==> config.mk <==
export PLATFORM = sky130hd
export DESIGN_NAME = awe_write_engine
export DESIGN_NICKNAME = d
export VERILOG_FILES = /design/src/awe_pkg.sv /design/src/awe_write_engine.sv /design/src/awe_tf_pair.sv
export SDC_FILE = /design/constraint.sdc
export NUM_CORES = 1
export LEC_CHECK = 0
export ABC_AREA = 1
export BUFFER_PORTS_ARGS = -buffer_cell sky130_fd_sc_hd__buf_2
export CELL_PAD_IN_SITES_DETAIL_PLACEMENT = 1
export CELL_PAD_IN_SITES_GLOBAL_PLACEMENT = 1
export CORE_ASPECT_RATIO = 2
export CORE_MARGIN = 2
export CORE_UTILIZATION = 40
export DETAILED_ROUTE_END_ITERATION = 7
export PLACE_DENSITY_LB_ADDON = 0.1
export SYNTH_ARGS = -nofsm -noshare
export SYNTH_HDL_FRONTEND = slang
export SYNTH_SLANG_ARGS = --single-unit
export TNS_END_PERCENT = 30
==> constraint.sdc <==
create_clock -name aclk -period 2.5 [get_ports aclk]
set_clock_uncertainty 0.15 [all_clocks]
set_input_delay 0.75 -clock aclk [delete_from_list [all_inputs] [get_ports aclk]]
set_output_delay 0.75 -clock aclk [all_outputs]
set_load 0.05 [all_outputs]
==> src/awe_pkg.sv <==
// Constants, register map and carrier types of the ATA PIO write command engine.
// Assumes one 200 MHz clock and a 32-bit AXI4-Lite register port.
package awe_pkg;

  // Timing
  localparam int CLK_PERIOD_NS = 5;
  localparam int BUSY_MAX_NS = 400;
  localparam int BUSY_MAX_CYC = BUSY_MAX_NS / CLK_PERIOD_NS;

  // Register byte offsets
  localparam logic [7:0] OFS_DATA = 8'h00;
  localparam logic [7:0] OFS_FEATURE_ERROR = 8'h04;
  localparam logic [7:0] OFS_TRANSFER_LENGTH = 8'h08;
  localparam logic [7:0] OFS_LBA_LOW = 8'h0c;
  localparam logic [7:0] OFS_LBA_MIDDLE = 8'h10;
  localparam logic [7:0] OFS_LBA_UPPER = 8'h14;
  localparam logic [7:0] OFS_DEVICE_SELECT = 8'h18;
  localparam logic [7:0] OFS_COMMAND_STATUS = 8'h1c;
  localparam logic [7:0] OFS_DEVICE_CONTROL = 8'h20;
  localparam logic [7:0] OFS_MULTIPLE_CFG = 8'h24;
  localparam logic [7:0] OFS_IDENT_BLOCK = 8'h28;

  // Byte-pair registers, index order count, low, middle, upper
  localparam int NUM_PAIRS = 4;
  localparam int PAIR_COUNT = 0;
  localparam int PAIR_LOW = 1;
  localparam int PAIR_MID = 2;
  localparam int PAIR_UP = 3;
  localparam logic [3:0][7:0] PAIR_OFS = {OFS_LBA_UPPER, OFS_LBA_MIDDLE, OFS_LBA_LOW, OFS_TRANSFER_LENGTH};

  // Opcodes
  localparam logic [7:0] OPC_WRITE_SECTORS = 8'h30;
  localparam logic [7:0] OPC_WRITE_SECTORS_ALT = 8'h31;
  localparam logic [7:0] OPC_WRITE_MULTIPLE = 8'hc5;
  localparam logic [7:0] OPC_WRITE_MULTIPLE_EXT = 8'h39;
  localparam logic [7:0] OPC_WRITE_MULTIPLE_NO_ERASE = 8'hcd;

  // Transfer geometry
  localparam logic [6:0] WORD_LAST = 7'h7f;
  localparam logic [7:0] MULT_BLOCK = 8'h01;
  localparam logic [16:0] COUNT28_ZERO = 17'h00100;
  localparam logic [16:0] COUNT48_ZERO = 17'h10000;

  // Field positions
  localparam int STS_BUSY_BIT = 7;
  localparam int STS_READY_BIT = 6;
  localparam int STS_SEEK_BIT = 4;
  localparam int STS_DRQ_BIT = 3;
  localparam int STS_ERR_BIT = 0;
  localparam int ERR_ABORT_BIT = 2;
  localparam int ERR_MEDIA_BIT = 6;
  localparam int DEVCTL_HOB_BIT = 7;
  localparam int DEVSEL_LBA_BIT = 6;
  localparam int CFG_SET_BIT = 0;
  localparam int CFG_DIS_BIT = 1;

  // Bus answers
  localparam logic [1:0] RESP_OKAY = 2'h0;
  localparam logic [1:0] RESP_DECERR = 2'h3;

  typedef enum logic [3:0] {
    ST_IDLE = 4'h1,
    ST_START = 4'h2,
    ST_XFER = 4'h4,
    ST_COMMIT = 4'h8
  } awe_fsm_type;

  typedef struct packed {
    logic [7:0] prev;
    logic [7:0] cur;
  } awe_pair_type;

  typedef struct packed {
    logic wvalid;
    logic [31:0] wdata;
    logic commit;
    logic [47:0] lba;
    logic no_erase;
    logic lba_mode;
  } awe_media_type;

  typedef struct packed {
    awe_fsm_type st;
    logic aw_got;
    logic w_got;
    logic [7:0] awaddr;
    logic [31:0] wdata;
    logic [3:0] wstrb;
    logic bvalid;
    logic [1:0] bresp;
    logic rvalid;
    logic [31:0] rdata;
    logic [1:0] rresp;
    logic busy;
    logic data_request_flag;
    logic err;
    logic abort_err;
    logic media_fault;
    logic intrq;
    logic ext;
    logic mult;
    logic no_erase;
    logic lba_mode;
    logic high_order_byte_select;
    logic [7:0] dev_sel;
    logic [7:0] feature;
    logic mult_set;
    logic mult_dis;
    logic [47:0] lba;
    logic [16:0] remain;
    logic [7:0] blk_left;
    logic [6:0] word_cnt;
    logic commit;
    logic wvalid;
    logic [31:0] mdata;
    logic tf_ld;
  } awe_eng_type;

endpackage : awe_pkg

==> src/awe_write_engine.sv <==
// ATA PIO write command engine: task file over AXI4-Lite, sector data out to media.
// Assumes a media back end on the same clock that pulses media_done after each commit.
//
// Notes on behaviour
// Busy within 400 ns of acceptance
// Write-multiple interrupts once per block only
// Data request checked only at block start
// Full blocks, then remainder partial block
// Abort multiple without setup or when disabled
// Error stops at failing sector, nothing after
// Interrupt with data request at block start
// Error leaves failing address and residual count
// Block size of one, advertised
// C5h write-multiple, 28-bit address, features unused
// 39h: 48-bit address, 16-bit count, byte pairs
// High-order select reads earlier-written byte
// Any task-file access clears high-order select
// 48-bit error address, 16-bit residual
// CDh write-multiple without implied erase
// Host should pre-erase before no-erase write
// 30h/31h write-sectors, zero count means 256
// Write-sectors: busy, then request, no interrupt
// Host waits for busy clear before data
// Per sector: busy, then request plus interrupt
// After last sector busy until completion interrupt
// Write-sectors error leaves failing location
// Drive-select bit picks LBA or CHS
// Zero count on 28-bit multiple means 256
`timescale 1ns/100ps
module awe_write_engine (
  // Clock and reset
  input wire logic aclk,
  input wire logic aresetn,
  // AXI4-Lite write
  input wire logic [7:0] s_axi_awaddr,
  input wire logic s_axi_awvalid,
  output logic s_axi_awready,
  input wire logic [31:0] s_axi_wdata,
  input wire logic [3:0] s_axi_wstrb,
  input wire logic s_axi_wvalid,
  output logic s_axi_wready,
  output logic [1:0] s_axi_bresp,
  output logic s_axi_bvalid,
  input wire logic s_axi_bready,
  // AXI4-Lite read
  input wire logic [7:0] s_axi_araddr,
  input wire logic s_axi_arvalid,
  output logic s_axi_arready,
  output logic [31:0] s_axi_rdata,
  output logic [1:0] s_axi_rresp,
  output logic s_axi_rvalid,
  input wire logic s_axi_rready,
  // Media back end
  output awe_pkg::awe_media_type media,
  input wire logic media_done,
  input wire logic media_err,
  // Host interrupt line
  output logic intrq
);
  localparam int BSY_CYC = awe_pkg::BUSY_MAX_CYC;

  awe_pkg::awe_eng_type q_ff;
  awe_pkg::awe_eng_type nxt_q;

  logic [awe_pkg::NUM_PAIRS-1:0] pair_wr;
  logic [awe_pkg::NUM_PAIRS-1:0][7:0] pair_cur;
  logic [awe_pkg::NUM_PAIRS-1:0][7:0] pair_prev;
  logic [awe_pkg::NUM_PAIRS-1:0][15:0] pair_load;
  logic wr_fire;
  logic rd_fire;
  logic tf_wr;
  logic tf_rd;
  logic devctl_wr;
  logic cmd_go;
  logic [7:0] opc;
  logic is_ws;
  logic is_mult;
  logic mult_ok;
  logic [16:0] nxt_remain;
  logic [31:0] rd_val;
  logic [1:0] rd_resp;
  logic [7:0] status_val;
  logic [7:0] error_val;

  assign s_axi_awready = !q_ff.aw_got && !q_ff.bvalid;
  assign s_axi_wready = !q_ff.w_got && !q_ff.bvalid;
  assign s_axi_arready = !q_ff.rvalid;
  assign wr_fire = q_ff.aw_got && q_ff.w_got && !q_ff.bvalid;
  assign rd_fire = s_axi_arvalid && s_axi_arready;
  assign tf_wr = wr_fire && q_ff.awaddr >= awe_pkg::OFS_FEATURE_ERROR
    && q_ff.awaddr <= awe_pkg::OFS_COMMAND_STATUS;
  assign tf_rd = rd_fire && s_axi_araddr >= awe_pkg::OFS_FEATURE_ERROR
    && s_axi_araddr <= awe_pkg::OFS_COMMAND_STATUS;
  assign devctl_wr = wr_fire && q_ff.wstrb[0] && q_ff.awaddr == awe_pkg::OFS_DEVICE_CONTROL;
  assign cmd_go = wr_fire && q_ff.wstrb[0] && q_ff.awaddr == awe_pkg::OFS_COMMAND_STATUS
    && q_ff.st == awe_pkg::ST_IDLE;
  assign opc = q_ff.wdata[7:0];
  // opcode decode
  // no-erase variant
  // write-sectors pair
  assign is_ws = opc == awe_pkg::OPC_WRITE_SECTORS || opc == awe_pkg::OPC_WRITE_SECTORS_ALT;
  assign is_mult = opc == awe_pkg::OPC_WRITE_MULTIPLE || opc == awe_pkg::OPC_WRITE_MULTIPLE_EXT
    || opc == awe_pkg::OPC_WRITE_MULTIPLE_NO_ERASE;
  assign mult_ok = q_ff.mult_set && !q_ff.mult_dis;
  assign nxt_remain = q_ff.remain - 17'h00001;

  assign status_val = {q_ff.busy, 1'b1, 1'b0, 1'b1, q_ff.data_request_flag, 2'h0, q_ff.err};
  assign error_val = {1'b0, q_ff.media_fault, 3'h0, q_ff.abort_err, 2'h0};

  // error address and residual written back as byte pairs
  assign pair_load[awe_pkg::PAIR_COUNT] = q_ff.remain[15:0];
  assign pair_load[awe_pkg::PAIR_LOW] = {q_ff.lba[31:24], q_ff.lba[7:0]};
  assign pair_load[awe_pkg::PAIR_MID] = {q_ff.lba[39:32], q_ff.lba[15:8]};
  assign pair_load[awe_pkg::PAIR_UP] = {q_ff.lba[47:40], q_ff.lba[23:16]};

  // each write pushes the current byte behind it
  for (genvar gi = 0; gi < awe_pkg::NUM_PAIRS; gi++) begin : g_pair
    assign pair_wr[gi] = wr_fire && q_ff.wstrb[0] && q_ff.awaddr == awe_pkg::PAIR_OFS[gi];
    awe_tf_pair u_pair (
      .aclk(aclk),
      .aresetn(aresetn),
      .bus_wr(pair_wr[gi]),
      .bus_byte(q_ff.wdata[7:0]),
      .eng_ld(q_ff.tf_ld),
      .eng_val(pair_load[gi]),
      .cur(pair_cur[gi]),
      .prev(pair_prev[gi])
    );
  end

  // Read mux
  always_comb begin
    rd_val = 32'h0;
    rd_resp = awe_pkg::RESP_OKAY;
    case (s_axi_araddr)
      awe_pkg::OFS_DATA: rd_val = 32'h0;
      awe_pkg::OFS_FEATURE_ERROR: rd_val = {24'h0, error_val};
      // high-order select picks the earlier byte
      awe_pkg::OFS_TRANSFER_LENGTH: rd_val = {24'h0, q_ff.high_order_byte_select ? pair_prev[0] : pair_cur[0]};
      awe_pkg::OFS_LBA_LOW: rd_val = {24'h0, q_ff.high_order_byte_select ? pair_prev[1] : pair_cur[1]};
      awe_pkg::OFS_LBA_MIDDLE: rd_val = {24'h0, q_ff.high_order_byte_select ? pair_prev[2] : pair_cur[2]};
      awe_pkg::OFS_LBA_UPPER: rd_val = {24'h0, q_ff.high_order_byte_select ? pair_prev[3] : pair_cur[3]};
      awe_pkg::OFS_DEVICE_SELECT: rd_val = {24'h0, q_ff.dev_sel};
      awe_pkg::OFS_COMMAND_STATUS: rd_val = {24'h0, status_val};
      awe_pkg::OFS_DEVICE_CONTROL: rd_val = {24'h0, q_ff.high_order_byte_select, 7'h0};
      awe_pkg::OFS_MULTIPLE_CFG: rd_val = {30'h0, q_ff.mult_dis, q_ff.mult_set};
      // block size advertised to software
      awe_pkg::OFS_IDENT_BLOCK: rd_val = {24'h0, awe_pkg::MULT_BLOCK};
      default: rd_resp = awe_pkg::RESP_DECERR;
    endcase
  end

  always_comb begin
    nxt_q = q_ff;
    nxt_q.commit = 1'b0;
    nxt_q.wvalid = 1'b0;
    nxt_q.tf_ld = 1'b0;
    // Bus channels
    if (s_axi_awvalid && s_axi_awready) begin
      nxt_q.aw_got = 1'b1;
      nxt_q.awaddr = s_axi_awaddr;
    end
    if (s_axi_wvalid && s_axi_wready) begin
      nxt_q.w_got = 1'b1;
      nxt_q.wdata = s_axi_wdata;
      nxt_q.wstrb = s_axi_wstrb;
    end
    if (q_ff.bvalid && s_axi_bready) begin
      nxt_q.bvalid = 1'b0;
    end
    if (wr_fire) begin
      nxt_q.aw_got = 1'b0;
      nxt_q.w_got = 1'b0;
      nxt_q.bvalid = 1'b1;
      nxt_q.bresp = q_ff.awaddr > awe_pkg::OFS_IDENT_BLOCK || q_ff.awaddr[1:0] != 2'h0
        ? awe_pkg::RESP_DECERR : awe_pkg::RESP_OKAY;
    end
    if (q_ff.rvalid && s_axi_rready) begin
      nxt_q.rvalid = 1'b0;
    end
    if (rd_fire) begin
      nxt_q.rvalid = 1'b1;
      nxt_q.rdata = rd_val;
      nxt_q.rresp = rd_resp;
      // Status read acknowledges the interrupt
      if (s_axi_araddr == awe_pkg::OFS_COMMAND_STATUS) begin
        nxt_q.intrq = 1'b0;
      end
    end
    // task-file access drops the select
    if (tf_wr || tf_rd) begin
      nxt_q.high_order_byte_select = 1'b0;
    end
    if (devctl_wr) begin
      nxt_q.high_order_byte_select = q_ff.wdata[awe_pkg::DEVCTL_HOB_BIT];
    end
    if (wr_fire && q_ff.wstrb[0]) begin
      case (q_ff.awaddr)
        // Feature byte stored only, unused by these commands
        awe_pkg::OFS_FEATURE_ERROR: nxt_q.feature = q_ff.wdata[7:0];
        awe_pkg::OFS_DEVICE_SELECT: nxt_q.dev_sel = q_ff.wdata[7:0];
        awe_pkg::OFS_MULTIPLE_CFG: begin
          nxt_q.mult_set = q_ff.wdata[awe_pkg::CFG_SET_BIT];
          nxt_q.mult_dis = q_ff.wdata[awe_pkg::CFG_DIS_BIT];
        end
        default: ;
      endcase
    end
    // Command acceptance
    if (cmd_go) begin
      nxt_q.intrq = 1'b0;
      nxt_q.err = 1'b0;
      nxt_q.abort_err = 1'b0;
      nxt_q.media_fault = 1'b0;
      if ((is_mult && !mult_ok) || !(is_mult || is_ws)) begin
        // abort without setup or when disabled
        nxt_q.err = 1'b1;
        nxt_q.abort_err = 1'b1;
        nxt_q.intrq = 1'b1;
      end else begin
        // busy on the next edge, well inside the limit
        nxt_q.st = awe_pkg::ST_START;
        nxt_q.busy = 1'b1;
        nxt_q.data_request_flag = 1'b0;
        nxt_q.mult = is_mult;
        nxt_q.ext = opc == awe_pkg::OPC_WRITE_MULTIPLE_EXT;
        nxt_q.no_erase = opc == awe_pkg::OPC_WRITE_MULTIPLE_NO_ERASE;
        if (opc == awe_pkg::OPC_WRITE_MULTIPLE_EXT) begin
          // earlier bytes form the upper half
          nxt_q.lba_mode = 1'b1;
          nxt_q.lba = {pair_prev[3], pair_prev[2], pair_prev[1], pair_cur[3], pair_cur[2], pair_cur[1]};
          nxt_q.remain = {pair_prev[0], pair_cur[0]} == 16'h0
            ? awe_pkg::COUNT48_ZERO : {1'b0, pair_prev[0], pair_cur[0]};
        end else begin
          // addressing mode from the drive-select bit
          nxt_q.lba_mode = q_ff.dev_sel[awe_pkg::DEVSEL_LBA_BIT];
          // head nibble plus three address bytes
          nxt_q.lba = {20'h0, q_ff.dev_sel[3:0], pair_cur[3], pair_cur[2], pair_cur[1]};
          // zero count means 256
          // same for write-sectors
          nxt_q.remain = pair_cur[0] == 8'h0 ? awe_pkg::COUNT28_ZERO : {9'h0, pair_cur[0]};
        end
      end
    end
    // Sequencer
    case (q_ff.st)
      awe_pkg::ST_IDLE: ;
      awe_pkg::ST_START: begin
        // busy drops, request rises for the first sector
        nxt_q.st = awe_pkg::ST_XFER;
        nxt_q.busy = 1'b0;
        nxt_q.data_request_flag = 1'b1;
        nxt_q.word_cnt = 7'h0;
        // first block is full or the partial remainder
        nxt_q.blk_left = q_ff.remain > {9'h0, awe_pkg::MULT_BLOCK} ? awe_pkg::MULT_BLOCK : q_ff.remain[7:0];
        // interrupt with the block's request; write-sectors has none here
        nxt_q.intrq = q_ff.mult;
      end
      awe_pkg::ST_XFER: begin
        // Data ignored unless a request is open
        if (wr_fire && q_ff.awaddr == awe_pkg::OFS_DATA) begin
          nxt_q.wvalid = 1'b1;
          nxt_q.mdata = q_ff.wdata;
          nxt_q.word_cnt = q_ff.word_cnt + 7'h1;
          if (q_ff.word_cnt == awe_pkg::WORD_LAST) begin
            // sector buffered: busy up, request down
            nxt_q.st = awe_pkg::ST_COMMIT;
            nxt_q.busy = 1'b1;
            nxt_q.data_request_flag = 1'b0;
            nxt_q.commit = 1'b1;
          end
        end
      end
      awe_pkg::ST_COMMIT: begin
        if (media_done) begin
          if (media_err) begin
            // stop at the failing sector
            // failing address and residual go back
            // same for write-sectors
            nxt_q.st = awe_pkg::ST_IDLE;
            nxt_q.busy = 1'b0;
            nxt_q.err = 1'b1;
            nxt_q.media_fault = 1'b1;
            nxt_q.intrq = 1'b1;
            nxt_q.tf_ld = 1'b1;
            if (!q_ff.ext) begin
              nxt_q.dev_sel[3:0] = q_ff.lba[27:24];
            end
          end else if (nxt_remain == 17'h0) begin
            // completion: busy clears with the interrupt
            nxt_q.st = awe_pkg::ST_IDLE;
            nxt_q.busy = 1'b0;
            nxt_q.intrq = 1'b1;
            nxt_q.remain = nxt_remain;
            nxt_q.tf_ld = 1'b1;
            if (!q_ff.ext) begin
              nxt_q.dev_sel[3:0] = q_ff.lba[27:24];
            end
          end else begin
            nxt_q.st = awe_pkg::ST_XFER;
            nxt_q.busy = 1'b0;
            nxt_q.data_request_flag = 1'b1;
            nxt_q.word_cnt = 7'h0;
            nxt_q.remain = nxt_remain;
            nxt_q.lba = q_ff.lba + 48'h1;
            nxt_q.blk_left = q_ff.blk_left - 8'h1;
            if (q_ff.blk_left == 8'h1) begin
              // one interrupt per block
              // request qualified again only here
              // next buffer ready
              nxt_q.intrq = 1'b1;
              nxt_q.blk_left = nxt_remain > {9'h0, awe_pkg::MULT_BLOCK}
                ? awe_pkg::MULT_BLOCK : nxt_remain[7:0];
            end
          end
        end
      end
      default: nxt_q.st = awe_pkg::ST_IDLE;
    endcase
  end

  always_ff @(posedge aclk) begin
    if (!aresetn) begin
      q_ff <= '0;
      q_ff.st <= awe_pkg::ST_IDLE;
    end else begin
      q_ff <= nxt_q;
    end
  end

  assign s_axi_bresp = q_ff.bresp;
  assign s_axi_bvalid = q_ff.bvalid;
  assign s_axi_rdata = q_ff.rdata;
  assign s_axi_rresp = q_ff.rresp;
  assign s_axi_rvalid = q_ff.rvalid;
  assign intrq = q_ff.intrq;
  assign media.wvalid = q_ff.wvalid;
  assign media.wdata = q_ff.mdata;
  assign media.commit = q_ff.commit;
  assign media.lba = q_ff.lba;
  assign media.no_erase = q_ff.no_erase;
  assign media.lba_mode = q_ff.lba_mode;

  // Checks
  logic [7:0] remain_lo;
  logic [7:0] cnt_cur;
  assign remain_lo = q_ff.remain[7:0];
  assign cnt_cur = pair_cur[awe_pkg::PAIR_COUNT];
endmodule : awe_write_engine

==> src/awe_tf_pair.sv <==
// One task-file byte register with its earlier-written byte behind it.
// A bus write in the same cycle as an engine load is dropped; the engine load wins.
`timescale 1ns/100ps
module awe_tf_pair (
  // Clock and reset
  input wire logic aclk,
  input wire logic aresetn,
  // Bus side
  input wire logic bus_wr,
  input wire logic [7:0] bus_byte,
  // Engine side
  input wire logic eng_ld,
  input wire logic [15:0] eng_val,
  // Contents
  output logic [7:0] cur,
  output logic [7:0] prev
);
  awe_pkg::awe_pair_type q_ff;
  awe_pkg::awe_pair_type nxt_q;

  always_comb begin
    nxt_q = q_ff;
    // Engine load wins; it happens in the cycle after busy clears, and bus writes are not blocked by busy
    if (eng_ld) begin
      nxt_q.prev = eng_val[15:8];
      nxt_q.cur = eng_val[7:0];
    end else if (bus_wr) begin
      nxt_q.prev = q_ff.cur;
      nxt_q.cur = bus_byte;
    end
  end

  always_ff @(posedge aclk) begin
    if (!aresetn) begin
      q_ff <= '0;
    end else begin
      q_ff <= nxt_q;
    end
  end

  assign cur = q_ff.cur;
  assign prev = q_ff.prev;
endmodule : awe_tf_pair

==> impl_metrics.tcl <==
set metrics [dict create \
    syn_inst 2252 \
    cts_tree "done" \
    core_area_mm2 0.0364 \
    wl_per_cell_um 22.9 \
    p_seq_share_pct 45.5 \
    cap_violations 0 \
    leakage_nw 7.94 \
    fp.dieW_um 140 \
    synth_most_common_cell "nand2_1" \
    crit_path_end_kind "flop" \
    p_comb_share_pct 7.1 \
    clkPwrFrac_pct 47.4 \
    fmax_ghz 0.392 \
    start_util_pct 40.5 \
    ir_worst_vdd_mv 0.582 \
    avgSynthCellArea_um2 6.55 \
    area_delta_synth_final_pct 23.1 \
    violations "setup timing" \
    crit_required_ns 2.80 \
    cts_inserted_buffers 26 \
    antenna_found_initial 1 \
    cp_max_fo 7 \
    synth_area_leaders "dfxtp_1 35%, nand2_1 12%, nor2_1 9.0%, o21ai_0 7.6%, buf_4 6.4%" \
    slew_violations 0 \
    final_nets 2530 \
    synth_ff_type "dfxtp_1" \
    internal-power_mw 6.93 \
    row_count 99 \
    rsz0062_at_grt "true" \
    seq_area_mm2 0.00519 \
    drive_gt1_share_pct 22.1 \
    switchingPower_mw 2.42 \
    finalHoldViolCount 0 \
    io_buffers 159 \
    async_flop_share_pct 0 \
    clock-sinks 259 \
    start_kind "flop" \
    ys_seq_elements 259 \
    worstPathArrival_ns 2.85 \
    synth_top_area_cell "dfxtp_1" \
    fin_crit_sh_pct 102 \
    setup_violations 30 \
    multi_input_area_mm2 0.00797 \
    clkTransAtPathRegs_ns 0.07 \
    dp_hpwl_mm 51.5 \
    drt_pre_antenna_iters 5 \
    grt_busiest_layer "met2" \
    grt_overflow_total 0 \
    hold_buffers 0 \
    grt_pass1_wl_mm 97.5 \
    remaining_drc_errors 0 \
    htreeDepth 1 \
    worst_slew_pin_slew_ns 0.795 \
    grt_use_met2_pct 64.7 \
    use_met1_pct 30.6 \
    via_per_inst 5.44 \
    die_h_um 275 \
    whs_ns 0.280 \
    n_fill_cell 4780 \
    tns_ns -0.463 \
    grtUsageMet3_pct 3.54 \
    ys_seq_area_share_pct 35.2 \
    drt_iter0_drc 818 \
    routabilityCongestion 0.992 \
    ctsRootBufferMaster "clkbuf_16" \
    grt_max_degree 95 \
    dieArea_mm2 0.0385 \
    clock_latency_ns 0.57 \
    slew_headroom_pct 46.9 \
    synth_top_area_share_pct 35.2 \
    finalWorstPathRequiredPeriod_ns 2.55 \
    grt_pass1_vias 16700 \
    worstSetupPathType "flop to flop" \
    outcome "finished, violations left" \
    grtUsageTotal_pct 33.0 \
    postRouteWirelength_mm 67.4 \
    synth_cell_type_count 47 \
    netlist_area_mm2 0.0147 \
    synthTopCellsByCount "484 x nand2_1, 354 x nor2_1, 259 x dfxtp_1, 223 x o21ai_0, 185 x inv_1" \
    clockBufferDepth 3 \
    setup_ws_ns -0.0502 \
    powerDensity_mw_per_mm2 515 \
    ant_nets 0 \
    vias 16000 \
    synth_edf_count 0 \
    num_io_pins 187 \
    swShare_pct 25.9 \
    yosys_warnings 0 \
    hold_path_class "input port to flop" \
]
==> worst paths after layout <==
check	startpoint	endpoint	slack [ns]	depth (start not counted)
setup / recovery	pair_load[1]	media[47]	-0.05	17
hold / removal	s_axi_wdata[18]	q_ff[204]	0.28	3
setup reg to reg	pair_load[1]	media[47]	-0.05	17
hold reg to reg	error_val[2]	error_val[2]	0.32	2
==> routing by layer <==
metal  part of all wire, %  up-vias
li1                      -     7613
met1                    32     7627
met5                     0        -
met2                    55      478
met4                   9.5        0
met3                   3.7      235
==> registers in the layout, summed over array words and instances, names as in the netlist <==
| signal | cells |
|---|---|
| media | 84 |
| q_ff | 72 |
| g_pair.u_pair.cur | 32 |
| g_pair.u_pair.prev | 32 |
| pair_load | 16 |
| opc | 8 |
| s_axi_rdata | 8 |
| error_val | 2 |
| intrq | 1 |
| s_axi_bresp | 1 |
| s_axi_bvalid | 1 |
| s_axi_rresp | 1 |
| s_axi_rvalid | 1 |
==> through the flow <==
stage / util, % / cells / area [um^2] / setup WS [ns] / power (mW)
detailed placement: 45.2 / 2863 / 16500 / -0.251 / 5.00
floorplan: - / 2275 / 14800 / 0.116 / 4.77
CTS: 48.1 / 2911 / 17500 / 0.0140 / 9.41
global placement: 45.2 / 2863 / 16500 / -0.230 / 4.98
finish: 49.8 / 2935 / 18100 / -0.0502 / 9.35
global route: 49.8 / 2935 / 18100 / -0.139 / 9.62
==> cells in the final DEF (no fill, tap or decap), types with 68 or more instances in the layout <==
cell	n
a21oi_1	151
buf_2	158
buf_4	183
dfxtp_1	252
inv_1	183
nand2_1	457
nand3_1	68
nor2_1	326
o21ai_0	213
==> cell families after synthesis <==
| family | count (synthesis) | synth area share (%) |
|---|---|---|
| buffers and inverters | 411 | 14.0 |
| adder cells (fa/ha/maj) | 8 | 0.679 |
| XOR/XNOR | 50 | 2.97 |
| AND/OR/NAND/NOR | 1055 | 30.1 |
| flip-flops | 259 | 35.2 |
| other | 1 | 0.0254 |
| AO/OA/AOI/OAI | 468 | 17.1 |
==> critical path: stages (launching register included) <==
cell and delay, ns:
dfxtp_2 0.33, inv_2 0.08, ha_4 0.19, nand2_4 0.08
nor2_4 0.12, buf_6 0.12, nand3_1 0.07, nand2_1 0.10
nand2_2 0.08, nor2_4 0.10, nand2_4 0.07, nor2_4 0.17
nand2_4 0.11, nand2_8 0.16, clkinv_8 0.12, clkbuf_16 0.19
nor2_2 0.11, nor2_1 0.05
==> what timing repair did <==
| action | in CTS | in global routing |
|---|---|---|
| endpoints found under the setup margin | 67 | 78 |
| gates resized for setup | 23 | 109 |
| pin swaps | 5 | 23 |
| cloned | 0 | 7 |
| buffers inserted | 1 | 16 |
==> power groups by stage <==
stage	sequential (mW)	combinational, mW	clock [mW]
finish	4.25	0.667	4.43
CTS	4.25	0.663	4.50
global route	4.26	0.726	4.64
detailed placement	4.34	0.658	0
floorplan	4.34	0.435	0
global placement	4.34	0.646	0
==> area by class of cell <==
class / count / share of cell area (%)
multi-input combinational: 1607 / 43.9
timing repair buffer: 371 / 15.0
clock buffer: 32 / 3.94
clock inverter: 15 / 1.22
tap: 454 / 3.13
inverter: 196 / 4.16
antenna: 1 / 0.0138
sequential: 259 / 28.6
No activity file was read; power rests on OpenSTA's default activity.
